`src/verilog/fbw_defs.vh`:
```
`ifndef FBW_DEFS_VH
`define FBW_DEFS_VH

// ----------------------------------------------------------------------
// Register byte offsets
// ----------------------------------------------------------------------
`define FBW_OFS_STATION   6'h00
`define FBW_OFS_BITRATE   6'h04
`define FBW_OFS_FRAMING   6'h08
`define FBW_OFS_LOSSPER   6'h0c
`define FBW_OFS_LOSSACT   6'h10
`define FBW_OFS_RAMPSRC   6'h14
`define FBW_OFS_WORD4SEL  6'h18
`define FBW_OFS_STATUS    6'h1c
`define FBW_OFS_BITCYC    6'h20
`define FBW_OFS_WORD4     6'h24

// ----------------------------------------------------------------------
// Field limits and reset values
// ----------------------------------------------------------------------
`define FBW_STATION_RST   6'h00
`define FBW_BITRATE_MAX   3'h5
`define FBW_BITRATE_RST   3'h5
`define FBW_FRAMING_RST   2'h0
`define FBW_LOSSPER_MAX   6'h32
`define FBW_LOSSPER_RST   6'h0a
`define FBW_LOSSACT_RST   2'h0
`define FBW_RAMPSRC_RST   1'h0
`define FBW_WORD4SEL_RST  3'h1

// Bit rate codes.
`define FBW_BR_9K6        3'h0
`define FBW_BR_19K2       3'h1
`define FBW_BR_38K4       3'h2
`define FBW_BR_57K6       3'h3
`define FBW_BR_76K8       3'h4
`define FBW_BR_115K2      3'h5

// Loss action codes.
`define FBW_ACT_TRIP_COAST 2'h0
`define FBW_ACT_RAMP_TRIP  2'h1
`define FBW_ACT_RAMP_ONLY  2'h2
`define FBW_ACT_PRESET4    2'h3

// Fourth word selector codes.
`define FBW_W4_QTY0       3'h0
`define FBW_W4_POWER      3'h1
`define FBW_W4_DIGIN      3'h2

// Status bits.
`define FBW_ST_LOSS       0
`define FBW_ST_TRIP       1

// ----------------------------------------------------------------------
// Timing
// ----------------------------------------------------------------------
`define FBW_CLK_HZ        250000000
`define FBW_LOSS_UNIT_MS  100
`define FBW_TENTH_CYCLES  (`FBW_CLK_HZ / 1000 * `FBW_LOSS_UNIT_MS)
// Bit periods in clock cycles at the clock above, rounded down.
`define FBW_PER_9K6       16'h65b9
`define FBW_PER_19K2      16'h32dc
`define FBW_PER_38K4      16'h196e
`define FBW_PER_57K6      16'h10f4
`define FBW_PER_76K8      16'h0cb7
`define FBW_PER_115K2     16'h087a

`define FBW_RESP_OKAY     2'h0
`define FBW_RESP_SLVERR   2'h2

`endif

```
`src/verilog/fbw_comm_cfg.v`:
```
`timescale 1ns/1ps
`default_nettype none
`include "fbw_defs.vh"

// Notes on behaviour
// - Station address 0 to 63, node/MAC id.
// - Six bit rates, default 115.2 kbps.
// - Four framings, default no parity one stop.
// - Loss declared after 0.1-5.0 s silence; 0.0 disables.
// - Loss action 0..3, default trip and coast.
// - Ramp source internal (0) or fieldbus (1).
// - Fourth word selector 0..7, default 1.
// - Selector 1 gives power, two decimals.
// - Selector 2 gives digital inputs bitfield.
// - Selector 0 gives listed quantity, one decimal.
module fbw_comm_cfg #(
   parameter TENTH_CYCLES = `FBW_TENTH_CYCLES
) (
   input  wire        i_clock,
   input  wire        i_rst,
   // AXI4-Lite slave
   input  wire [5:0]  s_axi_awaddr,
   input  wire        s_axi_awvalid,
   output reg         s_axi_awready,
   input  wire [31:0] s_axi_wdata,
   input  wire [3:0]  s_axi_wstrb,
   input  wire        s_axi_wvalid,
   output reg         s_axi_wready,
   output reg  [1:0]  s_axi_bresp,
   output reg         s_axi_bvalid,
   input  wire        s_axi_bready,
   input  wire [5:0]  s_axi_araddr,
   input  wire        s_axi_arvalid,
   output reg         s_axi_arready,
   output reg  [31:0] s_axi_rdata,
   output reg  [1:0]  s_axi_rresp,
   output reg         s_axi_rvalid,
   input  wire        s_axi_rready,
   // Protocol side
   input  wire        i_telegram_valid,
   input  wire [5:0]  i_telegram_addr,
   input  wire        i_motor_stopped,
   input  wire [15:0] i_qty0_word,
   input  wire [15:0] i_power_word,
   input  wire [1:0]  i_dig_in,
   input  wire [79:0] i_spare_words,
   // Settings and actions
   output reg  [5:0]  o_station_address_setting,
   output reg  [2:0]  o_bit_rate_setting,
   output reg  [15:0] o_bit_period_cycles,
   output reg  [1:0]  o_char_framing_setting,
   output reg         o_ramp_source_select,
   output reg  [15:0] o_fourth_process_word,
   output reg         o_comm_loss,
   output reg         o_trip,
   output reg         o_coast_stop,
   output reg         o_ramp_stop,
   output reg         o_preset4_run
);

   // -------------------------------------------------------------------
   // Settings
   // -------------------------------------------------------------------
   reg [5:0] loss_period_r;
   reg [1:0] loss_action_r;
   reg [2:0] word4_sel_r;
   reg [1:0] act_r;
   reg [1:0] din_meta_r;
   reg [1:0] din_r;
   reg       expired_d_r;

   // -------------------------------------------------------------------
   // Bus slave state
   // -------------------------------------------------------------------
   reg [5:0]  awaddr_r;
   reg [31:0] wdata_r;
   reg        wstrb0_r;
   reg        aw_full_r;
   reg        w_full_r;
   reg        aw_full_nxt;
   reg        w_full_nxt;
   reg        bvalid_nxt;
   reg        rvalid_nxt;
   reg [31:0] rd_mux;
   reg        rd_hit;
   reg        wr_hit;

   wire aw_take  = s_axi_awvalid & s_axi_awready;
   wire w_take   = s_axi_wvalid & s_axi_wready;
   wire ar_take  = s_axi_arvalid & s_axi_arready;
   wire do_write = aw_full_r & w_full_r & ~s_axi_bvalid;
   wire wr_ok    = do_write & wstrb0_r;

   wire expired;
   wire kick = i_telegram_valid &&
               (i_telegram_addr == o_station_address_setting);
   wire loss_event = expired & ~expired_d_r;

   fbw_loss_timer #(
      .TENTH_CYCLES (TENTH_CYCLES)
   ) u_timer (
      .i_clock   (i_clock),
      .i_rst     (i_rst),
      .i_period  (loss_period_r),
      .i_kick    (kick),
      .o_expired (expired)
   );

   always @* begin
      aw_full_nxt = (aw_full_r | aw_take) & ~do_write;
      w_full_nxt  = (w_full_r | w_take) & ~do_write;
      bvalid_nxt  = do_write | (s_axi_bvalid & ~s_axi_bready);
      rvalid_nxt  = ar_take | (s_axi_rvalid & ~s_axi_rready);
   end

   always @* begin
      wr_hit = 1'b1;
      case (awaddr_r)
         `FBW_OFS_STATION, `FBW_OFS_BITRATE, `FBW_OFS_FRAMING,
         `FBW_OFS_LOSSPER, `FBW_OFS_LOSSACT, `FBW_OFS_RAMPSRC,
         `FBW_OFS_WORD4SEL, `FBW_OFS_STATUS: wr_hit = 1'b1;
         default: wr_hit = 1'b0;
      endcase
   end

   always @* begin
      rd_mux = 32'h0000_0000;
      rd_hit = 1'b1;
      case ({s_axi_araddr[5:2], 2'b00})
         `FBW_OFS_STATION:  rd_mux[5:0]  = o_station_address_setting;
         `FBW_OFS_BITRATE:  rd_mux[2:0]  = o_bit_rate_setting;
         `FBW_OFS_FRAMING:  rd_mux[1:0]  = o_char_framing_setting;
         `FBW_OFS_LOSSPER:  rd_mux[5:0]  = loss_period_r;
         `FBW_OFS_LOSSACT:  rd_mux[1:0]  = loss_action_r;
         `FBW_OFS_RAMPSRC:  rd_mux[0]    = o_ramp_source_select;
         `FBW_OFS_WORD4SEL: rd_mux[2:0]  = word4_sel_r;
         `FBW_OFS_STATUS: begin
            rd_mux[`FBW_ST_LOSS] = o_comm_loss;
            rd_mux[`FBW_ST_TRIP] = o_trip;
         end
         `FBW_OFS_BITCYC:   rd_mux[15:0] = o_bit_period_cycles;
         `FBW_OFS_WORD4:    rd_mux[15:0] = o_fourth_process_word;
         default:           rd_hit       = 1'b0;
      endcase
   end

   // -------------------------------------------------------------------
   // Bus handshakes
   // -------------------------------------------------------------------
   // Readies are registered, so the read address channel stalls one cycle and the write address and data channels two cycles after a
   // transfer; this keeps every output on a flop at the cost of rate.
   always @(posedge i_clock) begin
      if (i_rst) begin
         aw_full_r     <= 1'b0;
         w_full_r      <= 1'b0;
         awaddr_r      <= 6'h00;
         wdata_r       <= 32'h0000_0000;
         wstrb0_r      <= 1'b0;
         s_axi_awready <= 1'b0;
         s_axi_wready  <= 1'b0;
         s_axi_bvalid  <= 1'b0;
         s_axi_bresp   <= `FBW_RESP_OKAY;
         s_axi_arready <= 1'b0;
         s_axi_rvalid  <= 1'b0;
         s_axi_rresp   <= `FBW_RESP_OKAY;
         s_axi_rdata   <= 32'h0000_0000;
      end else begin
         aw_full_r     <= aw_full_nxt;
         w_full_r      <= w_full_nxt;
         if (aw_take)
            awaddr_r <= {s_axi_awaddr[5:2], 2'b00};
         if (w_take) begin
            wdata_r  <= s_axi_wdata;
            wstrb0_r <= s_axi_wstrb[0];
         end
         s_axi_awready <= ~aw_full_nxt & ~bvalid_nxt;
         s_axi_wready  <= ~w_full_nxt & ~bvalid_nxt;
         s_axi_bvalid  <= bvalid_nxt;
         if (do_write)
            s_axi_bresp <= wr_hit ? `FBW_RESP_OKAY : `FBW_RESP_SLVERR;
         s_axi_arready <= ~rvalid_nxt;
         s_axi_rvalid  <= rvalid_nxt;
         if (ar_take) begin
            s_axi_rdata <= rd_mux;
            s_axi_rresp <= rd_hit ? `FBW_RESP_OKAY : `FBW_RESP_SLVERR;
         end
      end
   end

   // -------------------------------------------------------------------
   // Setting registers
   // -------------------------------------------------------------------
   // Out-of-range values are dropped so a setting never leaves its range.
   always @(posedge i_clock) begin
      if (i_rst) begin
         o_station_address_setting <= `FBW_STATION_RST;
         o_bit_rate_setting        <= `FBW_BITRATE_RST;
         o_char_framing_setting    <= `FBW_FRAMING_RST;
         loss_period_r             <= `FBW_LOSSPER_RST;
         loss_action_r             <= `FBW_LOSSACT_RST;
         o_ramp_source_select      <= `FBW_RAMPSRC_RST;
         word4_sel_r               <= `FBW_WORD4SEL_RST;
      end else if (wr_ok) begin
         case (awaddr_r)
            `FBW_OFS_STATION:
               o_station_address_setting <= wdata_r[5:0];
            `FBW_OFS_BITRATE:
               if (wdata_r[2:0] <= `FBW_BITRATE_MAX)
                  o_bit_rate_setting <= wdata_r[2:0];
            `FBW_OFS_FRAMING:
               o_char_framing_setting <= wdata_r[1:0];
            `FBW_OFS_LOSSPER:
               if (wdata_r[5:0] <= `FBW_LOSSPER_MAX)
                  loss_period_r <= wdata_r[5:0];
            `FBW_OFS_LOSSACT:
               loss_action_r <= wdata_r[1:0];
            `FBW_OFS_RAMPSRC:
               o_ramp_source_select <= wdata_r[0];
            `FBW_OFS_WORD4SEL:
               word4_sel_r <= wdata_r[2:0];
            default: ;
         endcase
      end
   end

   // Bit period in clock cycles for the character engine.
   always @(posedge i_clock) begin
      if (i_rst) begin
         o_bit_period_cycles <= `FBW_PER_115K2;
      end else begin
         case (o_bit_rate_setting)
            `FBW_BR_9K6:  o_bit_period_cycles <= `FBW_PER_9K6;
            `FBW_BR_19K2: o_bit_period_cycles <= `FBW_PER_19K2;
            `FBW_BR_38K4: o_bit_period_cycles <= `FBW_PER_38K4;
            `FBW_BR_57K6: o_bit_period_cycles <= `FBW_PER_57K6;
            `FBW_BR_76K8: o_bit_period_cycles <= `FBW_PER_76K8;
            default:      o_bit_period_cycles <= `FBW_PER_115K2;
         endcase
      end
   end

   // -------------------------------------------------------------------
   // Loss supervision and actions
   // -------------------------------------------------------------------
   // The action is frozen at the moment of loss so a later change of
   // setting cannot turn a running stop into something else.
   always @(posedge i_clock) begin
      if (i_rst) begin
         expired_d_r   <= 1'b0;
         act_r         <= `FBW_ACT_TRIP_COAST;
         o_comm_loss   <= 1'b0;
         o_trip        <= 1'b0;
         o_coast_stop  <= 1'b0;
         o_ramp_stop   <= 1'b0;
         o_preset4_run <= 1'b0;
      end else begin
         expired_d_r <= expired;
         o_comm_loss <= expired;
         if (loss_event)
            act_r <= loss_action_r;
         o_coast_stop  <= expired &
                          (loss_event ? loss_action_r : act_r) ==
                          `FBW_ACT_TRIP_COAST;
         o_ramp_stop   <= expired &
                          ((loss_event ? loss_action_r : act_r) ==
                           `FBW_ACT_RAMP_TRIP |
                           (loss_event ? loss_action_r : act_r) ==
                           `FBW_ACT_RAMP_ONLY);
         o_preset4_run <= expired &
                          (loss_event ? loss_action_r : act_r) ==
                          `FBW_ACT_PRESET4;
         // A new trip beats a software clear in the same cycle.
         if (loss_event && loss_action_r == `FBW_ACT_TRIP_COAST)
            o_trip <= 1'b1;
         else if (expired && !loss_event &&
                  act_r == `FBW_ACT_RAMP_TRIP && i_motor_stopped)
            o_trip <= 1'b1;
         else if (wr_ok && awaddr_r == `FBW_OFS_STATUS &&
                  wdata_r[`FBW_ST_TRIP])
            o_trip <= 1'b0;
      end
   end

   // -------------------------------------------------------------------
   // Fourth process word
   // -------------------------------------------------------------------
   always @(posedge i_clock) begin
      if (i_rst) begin
         din_meta_r            <= 2'h0;
         din_r                 <= 2'h0;
         o_fourth_process_word <= 16'h0000;
      end else begin
         din_meta_r <= i_dig_in;
         din_r      <= din_meta_r;
         case (word4_sel_r)
            `FBW_W4_QTY0:
               o_fourth_process_word <= i_qty0_word;
            `FBW_W4_POWER:
               o_fourth_process_word <= i_power_word;
            `FBW_W4_DIGIN:
               o_fourth_process_word <= {14'h0000, din_r};
            default:
               o_fourth_process_word <=
                  i_spare_words[(word4_sel_r - 3'h3) * 16 +: 16];
         endcase
      end
   end

endmodule // fbw_comm_cfg
`default_nettype wire

```
`src/verilog/fbw_loss_timer.v`:
```
`timescale 1ns/1ps
`default_nettype none
`include "fbw_defs.vh"

module fbw_loss_timer #(
   parameter TENTH_CYCLES = `FBW_TENTH_CYCLES,
   parameter PRE_W        = 25
) (
   input  wire       i_clock,
   input  wire       i_rst,
   input  wire [5:0] i_period,
   input  wire       i_kick,
   output reg        o_expired
);

   reg [PRE_W-1:0] pre_r;
   reg [5:0]       tenth_r;
   wire            tick = (pre_r == TENTH_CYCLES - 1);

   // A telegram in the same cycle as expiry wins: the link is alive.
   always @(posedge i_clock) begin
      if (i_rst) begin
         pre_r     <= {PRE_W{1'b0}};
         tenth_r   <= 6'h00;
         o_expired <= 1'b0;
      end else if (i_kick) begin
         pre_r     <= {PRE_W{1'b0}};
         tenth_r   <= 6'h00;
         o_expired <= 1'b0;
      end else if (i_period == 6'h00) begin
         pre_r     <= {PRE_W{1'b0}};
         tenth_r   <= 6'h00;
         o_expired <= 1'b0;
      end else begin
         pre_r <= tick ? {PRE_W{1'b0}} : pre_r + 1'b1;
         if (tick && tenth_r != 6'h3f)
            tenth_r <= tenth_r + 6'h01;
         if (tenth_r >= i_period)
            o_expired <= 1'b1;
      end
   end

endmodule // fbw_loss_timer
`default_nettype wire
```
`config.mk`:
```
export PLATFORM = sky130hd
export DESIGN_NAME = fbw_comm_cfg
export DESIGN_NICKNAME = d
export VERILOG_FILES = /design/src/verilog/fbw_comm_cfg.v /design/src/verilog/fbw_loss_timer.v
export VERILOG_INCLUDE_DIRS = /design/src /design/src/verilog
export SDC_FILE = /design/constraint.sdc
export NUM_CORES = 1
export LEC_CHECK = 0
export BUFFER_PORTS_ARGS = -buffer_cell sky130_fd_sc_hd__clkbuf_2
export CAP_MARGIN = 20
export CORE_AREA = 2 2 150 152
export DETAILED_ROUTE_END_ITERATION = 6
export DIE_AREA = 0 0 152 154
export MAX_ROUTING_LAYER = met4
export PLACE_DENSITY = 0.58
export SLEW_MARGIN = 10
export SYNTH_ARGS = -nofsm -noshare
export SYNTH_HDL_FRONTEND = slang
export SYNTH_SLANG_ARGS = --single-unit
```
`constraint.sdc`:
```
create_clock -name i_clock -period 2.2 [get_ports i_clock]
set_input_delay 0.11 -clock i_clock [delete_from_list [all_inputs] [get_ports i_clock]]
set_output_delay 0.11 -clock i_clock [all_outputs]
set_load 0.02 [all_outputs]
```
==> impl_metrics.env, run 1 <==
export IMPL_status="complete, no violations"
export IMPL_via_per_inst=4.91
export IMPL_seq_area_frac_synth_pct=40.7
export IMPL_clkLatencyLatePin_ns=0.43
export IMPL_drtIter0Drc=344
export IMPL_final_cell_mix="214 x clkbuf_2, 131 x dfxtp_1, 82 x nor2_1, 43 x nand2_1, 34 x a22oi_1"
export IMPL_worstMarginPinSlew_ns=0.636
export IMPL_hold_start="i_spare_words[70]"
export IMPL_p_leak_uw=0.00366
export IMPL_antenna_found_initial=0
export IMPL_setup_tns_ns=0
export IMPL_power_frac_comb_pct=9.4
export IMPL_synth_warnings=0
export IMPL_r2r_start="word4_sel_r[1]$_SDFFE_PP0P_"
export IMPL_fin_crit_sh_pct=93.5
export IMPL_initial_core_util_pct=29.7
export IMPL_port_buffers=214
export IMPL_synth_top_cell_by_area="dfxtp_1"
export IMPL_coreArea_um2=21700
export IMPL_syn_inst=690
export IMPL_hp_class="input port to flip-flop"
export IMPL_r2r_end="o_fourth_process_word[1]$_SDFF_PP0_"
export IMPL_ir_drop_mv=0.395
export IMPL_cts_tree="yes"
export IMPL_required_ns=2.49
export IMPL_synthFlopType="dfxtp_1"
export IMPL_clkSlewWorstSetupHoldPaths_ns=0.07
export IMPL_area_delta_synth_final_pct=33.0
export IMPL_antennaDiodeCount=0
export IMPL_io_pins=267
export IMPL_post_drt_wl_per_cell_um=16.7
export IMPL_place_inst=1153
export IMPL_ys_ff_latch=131
export IMPL_stdcell_count=1212
export IMPL_postSynth_asyncResetShare_pct=0
export IMPL_slew_viol_final=0
export IMPL_total_power_uw=5800
export IMPL_antenna_left=0
export IMPL_cts_max_path_buffers=2
export IMPL_holdPathEnd="o_fourth_process_word[6]$_SDFF_PP0_"
export IMPL_die_w_um=152
export IMPL_grt_max_degree=40
export IMPL_startpoint_type="flip-flop"
export IMPL_synth_edf_count=0
export IMPL_rows=54
export IMPL_cts_buffers=17
export IMPL_drv_cap=0
export IMPL_synth_cell_types=75
export IMPL_pwr_share_seq_pct=42.9
export IMPL_min_period_ns=2.06
export IMPL_die_area_um2=23400
export IMPL_hpwl_um=15600
export IMPL_fin_hold_ws_ns=0.0105
export IMPL_drt_pass1_iterations=5
export IMPL_rsz0062_at_grt="false"
export IMPL_switching_power_uw=1610
export IMPL_root_buffer="clkbuf_16"
export IMPL_r2r_setup_slack_ns=0.14
export IMPL_critPathArrivalTime_ns=2.35
export IMPL_die_h_um=154
export IMPL_end_kind="flip-flop"
export IMPL_sw_frac_of_total_pct=27.7
export IMPL_vias=5956
export IMPL_ys_top_cells_by_area="dfxtp_1 41%, mux4_2 5.6%, nor2_1 4.8%"
export IMPL_powerDensity_nw_per_um2=676
export IMPL_fmax_mhz=486
export IMPL_grt_pass1_wl_um=31600
export IMPL_reg2regPathDepth=6
export IMPL_drive_above_1_share_pct=32.7
export IMPL_avgSynthCellArea_um2=9.35
export IMPL_hold_violations=0
export IMPL_critPathMaxFanout=16
export IMPL_slew_headroom_pct=57.3
export IMPL_hold_depth=3
export IMPL_post_cts_setup_buffers=0
export IMPL_drt_total_wl_um=20300
export IMPL_finalClockSkew_ns=0.0163
export IMPL_nets=1110
export IMPL_cts_sinks=131
export IMPL_final_common_cell="clkbuf_2"
export IMPL_h_tree_depth=4
export IMPL_grt_usage_pct=17.6
export IMPL_synth_area_um2=6450
export IMPL_finalSetupViolCount=0
export IMPL_clock_power_share_pct=47.6
export IMPL_yosysTopAreaCellShare_pct=40.7
export IMPL_fin_util_pct=39.6
export IMPL_overflow=0
export IMPL_gp_congestion=0.871
export IMPL_path_class="flip-flop to flip-flop"
export IMPL_drc=0
export IMPL_grt_pass1_vias=5551
export IMPL_p_int_uw=4200
export IMPL_startpoint="word4_sel_r[1]$_SDFFE_PP0P_"
[per-stage QoR]
stage	setup WS, ns	area [um2]
floorplan	0.0608	6520
global placement	0.255	7730
detailed placement	0.236	7730
CTS	0.187	8570
global route	0.0724	8580
finish	0.142	8580
[cell families (layout without fill, tap and decap cells)]
logic type	count (synthesis)	count (layout)	share of synthesized area (%)
adder cells (fa/ha/maj)	14	14	2.72
multiplexers	41	41	9.49
other	1	19	0.0581
AO/OA/AOI/OAI	131	131	15.3
buffers and inverters	89	313	6.98
AND/OR/NAND/NOR	251	251	20.5
XOR/XNOR	32	32	4.35
flip-flops	131	131	40.7
[state kept, by name (all words and copies together), names as in the netlist, 2 cells and up]
register,flops
act_r,2
awaddr_r,4
din_meta_r,2
din_r,2
loss_action_r,2
loss_period_r,6
o_bit_period_cycles,13
o_bit_rate_setting,3
o_char_framing_setting,2
o_fourth_process_word,16
o_station_address_setting,6
s_axi_rdata,16
u_timer.pre_r,25
u_timer.tenth_r,6
wdata_r,6
word4_sel_r,3
[worst max-delay path, stage by stage, from the launching register on]
cell           delay (ns)
dfxtp_1              0.40
inv_1                0.11
ha_1                 0.20
buf_4                0.20
a222oi_1             0.33
dlygate4sd3_1        0.61
o22ai_1              0.07
[cell usage after synthesis, types with 3 or more instances]
cell / n
dfxtp_1: 131
nor2_1: 82
nand2_1: 43
a22oi_1: 34
nor3_1: 30
a21oi_1: 28
nand3_1: 27
mux2i_1: 24
buf_4: 23
clkbuf_1: 23
inv_1: 22
xnor2_1: 22
o22ai_1: 17
mux4_2: 16
ha_1: 14
buf_2: 11
a221oi_1: 10
xor2_1: 10
nor2b_1: 9
and3_1: 8
buf_1: 7
nor4_1: 6
a211oi_1: 5
nand2b_1: 5
nand4_1: 5
o21ai_0: 5
a221o_1: 4
and2_1: 4
o211ai_1: 4
and4_4: 3
or3b_2: 3
[routing by layer]
layer | GRT usage [%] | wire [um]
met1 | 24.5 | 9790
met2 | 25.6 | 9170
met3 | 3.80 | 963
met4 | 5.21 | 359
met5 | - | 0
[worst max-delay path by stage]
stage                     slack (ns)  cells past startpoint                              endpoint
after CTS                       0.19                      6   o_fourth_process_word[1]$_SDFF_PP0_
after global routing            0.07                      6   o_fourth_process_word[1]$_SDFF_PP0_
after global placement          0.26                      5  o_fourth_process_word[14]$_SDFF_PP0_
after detailed placement        0.24                      5  o_fourth_process_word[14]$_SDFF_PP0_
after floorplan                 0.06                      8   o_fourth_process_word[5]$_SDFF_PP0_
final                           0.14                      6   o_fourth_process_word[1]$_SDFF_PP0_
[area by class of cell]
type,instances,area (um2)
well taps,280,350
clock buffers,17,425
clock inverters,15,156
flip-flops and latches,131,2620
inverters,22,82.6
fillers,2205,13100
repair buffers,259,1500
multi-input cells,488,3440
[power by group through the flow]
stage,clock network [uW],logic (uW),registers [uW]
3_3_place_gp,0,504,2540
6_report,2770,546,2490
3_5_place_dp,0,507,2540
2_1_floorplan,0,275,2560
4_1_cts,2830,544,2490
5_1_grt,2930,594,2500
[timing repair]
action,in CTS,in global routing
hold buffers,26,0
endpoints found under the hold margin,24,0
gates resized for setup,0,0
No activity file was read; power rests on OpenSTA's default activity.
==> run 2: changes to the inputs <==
BUFFER_PORTS_ARGS = not set   (was -buffer_cell sky130_fd_sc_hd__clkbuf_2)
DONT_BUFFER_PORTS = 1   (was not set)
PLACE_DENSITY = 0.47   (was 0.58)
==> run 2 against run 1 <==
Compared with the run above: routed wire length decreased by 3.2%; worst hold slack gained 0.017 ns; register-to-register slack better by 0.03 ns; clock skew is 0.0057 ns lower; count of clock-buffer cells in the layout unchanged; clock power is 4% higher; core utilization is 2.2 points lower; critical endpoint is now awaddr_r[2]$_SDFFE_PP0P_; largest cell class unchanged.
==> impl_metrics.env, run 2 (same netlist as run 1, synthesis figures left out) <==
export IMPL_io_pins=267
export IMPL_cts_tree="yes"
export IMPL_hpwl_um=14500
export IMPL_rows=54
export IMPL_initial_core_util_pct=29.7
export IMPL_cts_sinks=131
export IMPL_port_buffers=0
export IMPL_coreArea_um2=21700
export IMPL_grt_usage_pct=17.1
export IMPL_drive_above_1_share_pct=12.2
export IMPL_antenna_found_initial=0
export IMPL_via_per_inst=5.15
export IMPL_multi_input_area_um2=3440
export IMPL_max_stage_delay_ns=0.59
export IMPL_gp_congestion=0.835
export IMPL_drc=0
export IMPL_setup_tns_ns=0
export IMPL_fin_crit_sh_pct=92.1
export IMPL_critPathArrivalTime_ns=2.40
export IMPL_grt_max_degree=69
export IMPL_startpoint_type="flip-flop"
export IMPL_drv_cap=0
export IMPL_ir_drop_mv=0.424
export IMPL_h_tree_depth=4
export IMPL_regMostFlops="u_timer.pre_r"
export IMPL_antennaDiodeCount=0
export IMPL_path_cells="nand3_1 -> dlygate4sd3_1 -> a21oi_1 -> dlygate4sd3_1"
export IMPL_drt_total_wl_um=19600
export IMPL_rsz0062_at_grt="false"
export IMPL_cts_max_path_buffers=2
export IMPL_nets=954
export IMPL_seq_area_um2=2630
export IMPL_min_period_ns=2.03
export IMPL_antenna_left=0
export IMPL_clkSlewWorstSetupHoldPaths_ns=0.07
export IMPL_finalSetupViolCount=0
export IMPL_largest_reg_flops=25
export IMPL_num_fill_cells=2178
export IMPL_area_delta_synth_final_pct=25.6
export IMPL_hp_class="input port to flip-flop"
export IMPL_r2r_setup_slack_ns=0.17
export IMPL_p_leak_uw=0.00300
export IMPL_worstMarginPinSlew_ns=0.605
export IMPL_slew_viol_final=0
export IMPL_end_kind="flip-flop"
export IMPL_pre_cts_ws_ns=0.190
export IMPL_reg_top3="u_timer.pre_r (25), o_fourth_process_word (16), s_axi_rdata (16)"
export IMPL_fmax_mhz=494
export IMPL_status="complete, no violations"
export IMPL_cts_buffers=17
export IMPL_grt_pass1_wl_um=30500
export IMPL_crit_top_cell="dlygate4sd3_1"
export IMPL_grt_pass1_vias=5446
export IMPL_powerDensity_nw_per_um2=716
export IMPL_drt_pass1_iterations=7
export IMPL_root_buffer="clkbuf_16"
export IMPL_clkLatencyLatePin_ns=0.43
export IMPL_vias=5435
export IMPL_layout_setup_ws_ns=0.174
export IMPL_finalClockSkew_ns=0.0106
export IMPL_hold_violations=0
export IMPL_post_drt_wl_per_cell_um=18.6
export IMPL_critPathMaxFanout=7
export IMPL_cp_slowest_cell="dlygate4sd3_1"
export IMPL_final_common_cell="dfxtp_1"
export IMPL_path_class="flip-flop to flip-flop"
export IMPL_overflow=0
export IMPL_required_ns=2.58
export IMPL_drtIter0Drc=334
export IMPL_slew_headroom_pct=58.6
export IMPL_die_h_um=154
export IMPL_fin_util_pct=37.4
export IMPL_final_cell_mix="129 x dfxtp_1, 82 x nor2_1, 82 x dlygate4sd3_1, 43 x nand2_1, 34 x a22oi_1"
export IMPL_die_area_um2=23400
export IMPL_die_w_um=152
-- run 2: changes by cell type in the layout (fill, tap and decap cells not counted), moves of 2 or more --
cell,before,now
buf_12,2,0
buf_4,17,20
clkbuf_2,214,0
clkinvlp_4,2,0
dfxtp_1,131,129
dfxtp_2,0,2
dlygate4sd3_1,26,82
-- run 2: per-stage QoR --
| stage | std cells | hold WS (ns) | total power, uW | area [um2] |
|---|---|---|---|---|
| after CTS | 1055 | 0.00457 | 5870 | 8090 |
| after floorplan | 708 | 0.238 | 2840 | 6520 |
| after detailed placement | 940 | 0.194 | 2840 | 6640 |
| final | 1056 | 0.0274 | 5800 | 8100 |
| after global placement | 940 | 0.193 | 2830 | 6640 |
| after global routing | 1056 | 0.0106 | 6010 | 8100 |
-- run 2: worst max-delay path, delay by kind of cell, from the launching register on --
| family | cells | cell delay, ns |
|---|---|---|
| flip-flops | 1 | 0.55 |
| buffers and inverters | 2 | 1.14 |
| AO/OA/AOI/OAI | 1 | 0.13 |
| AND/OR/NAND/NOR | 1 | 0.15 |
-- run 2: layer usage --
layer  track usage [%]  wire length (um)
met5                 -                 0
met3              5.78              1480
met4              6.14               393
met2              26.8              9180
met1              20.6              8570
-- run 2: power breakdown --
| part | internal (uW) | switching, uW | leakage [uW] |
|---|---|---|---|
| Clock | 1630 | 1250 | 0.000298 |
| Combinational | 203 | 178 | 0.00164 |
| Sequential | 2430 | 115 | 0.00107 |
-- run 2: final timing paths --
kind	cells after the start	startpoint	endpoint
max	4	s_axi_awready$_SDFF_PP0_	awaddr_r[2]$_SDFFE_PP0P_
min	3	i_motor_stopped	o_trip$_SDFFE_PP0P_
max reg2reg	4	s_axi_awready$_SDFF_PP0_	awaddr_r[2]$_SDFFE_PP0P_
min reg2reg	1	din_meta_r[1]$_SDFF_PP0_	din_r[1]$_SDFF_PP0_
-- run 2: cell type report --
type | count | area share (%)
clock buffer | 17 | 5.25
multi-input combinational | 488 | 42.5
inverter | 22 | 1.02
timing repair buffer | 103 | 12.3
tap | 280 | 4.32
clock inverter | 15 | 2.16
sequential | 131 | 32.4
-- run 2: repair_timing --
item                                    in CTS  in global routing
endpoints found under the setup margin       0                  1
hold endpoints to repair                    88                  1
gates resized for setup                      0                  2
hold buffers                                83                  1
setup buffers                                0                  0
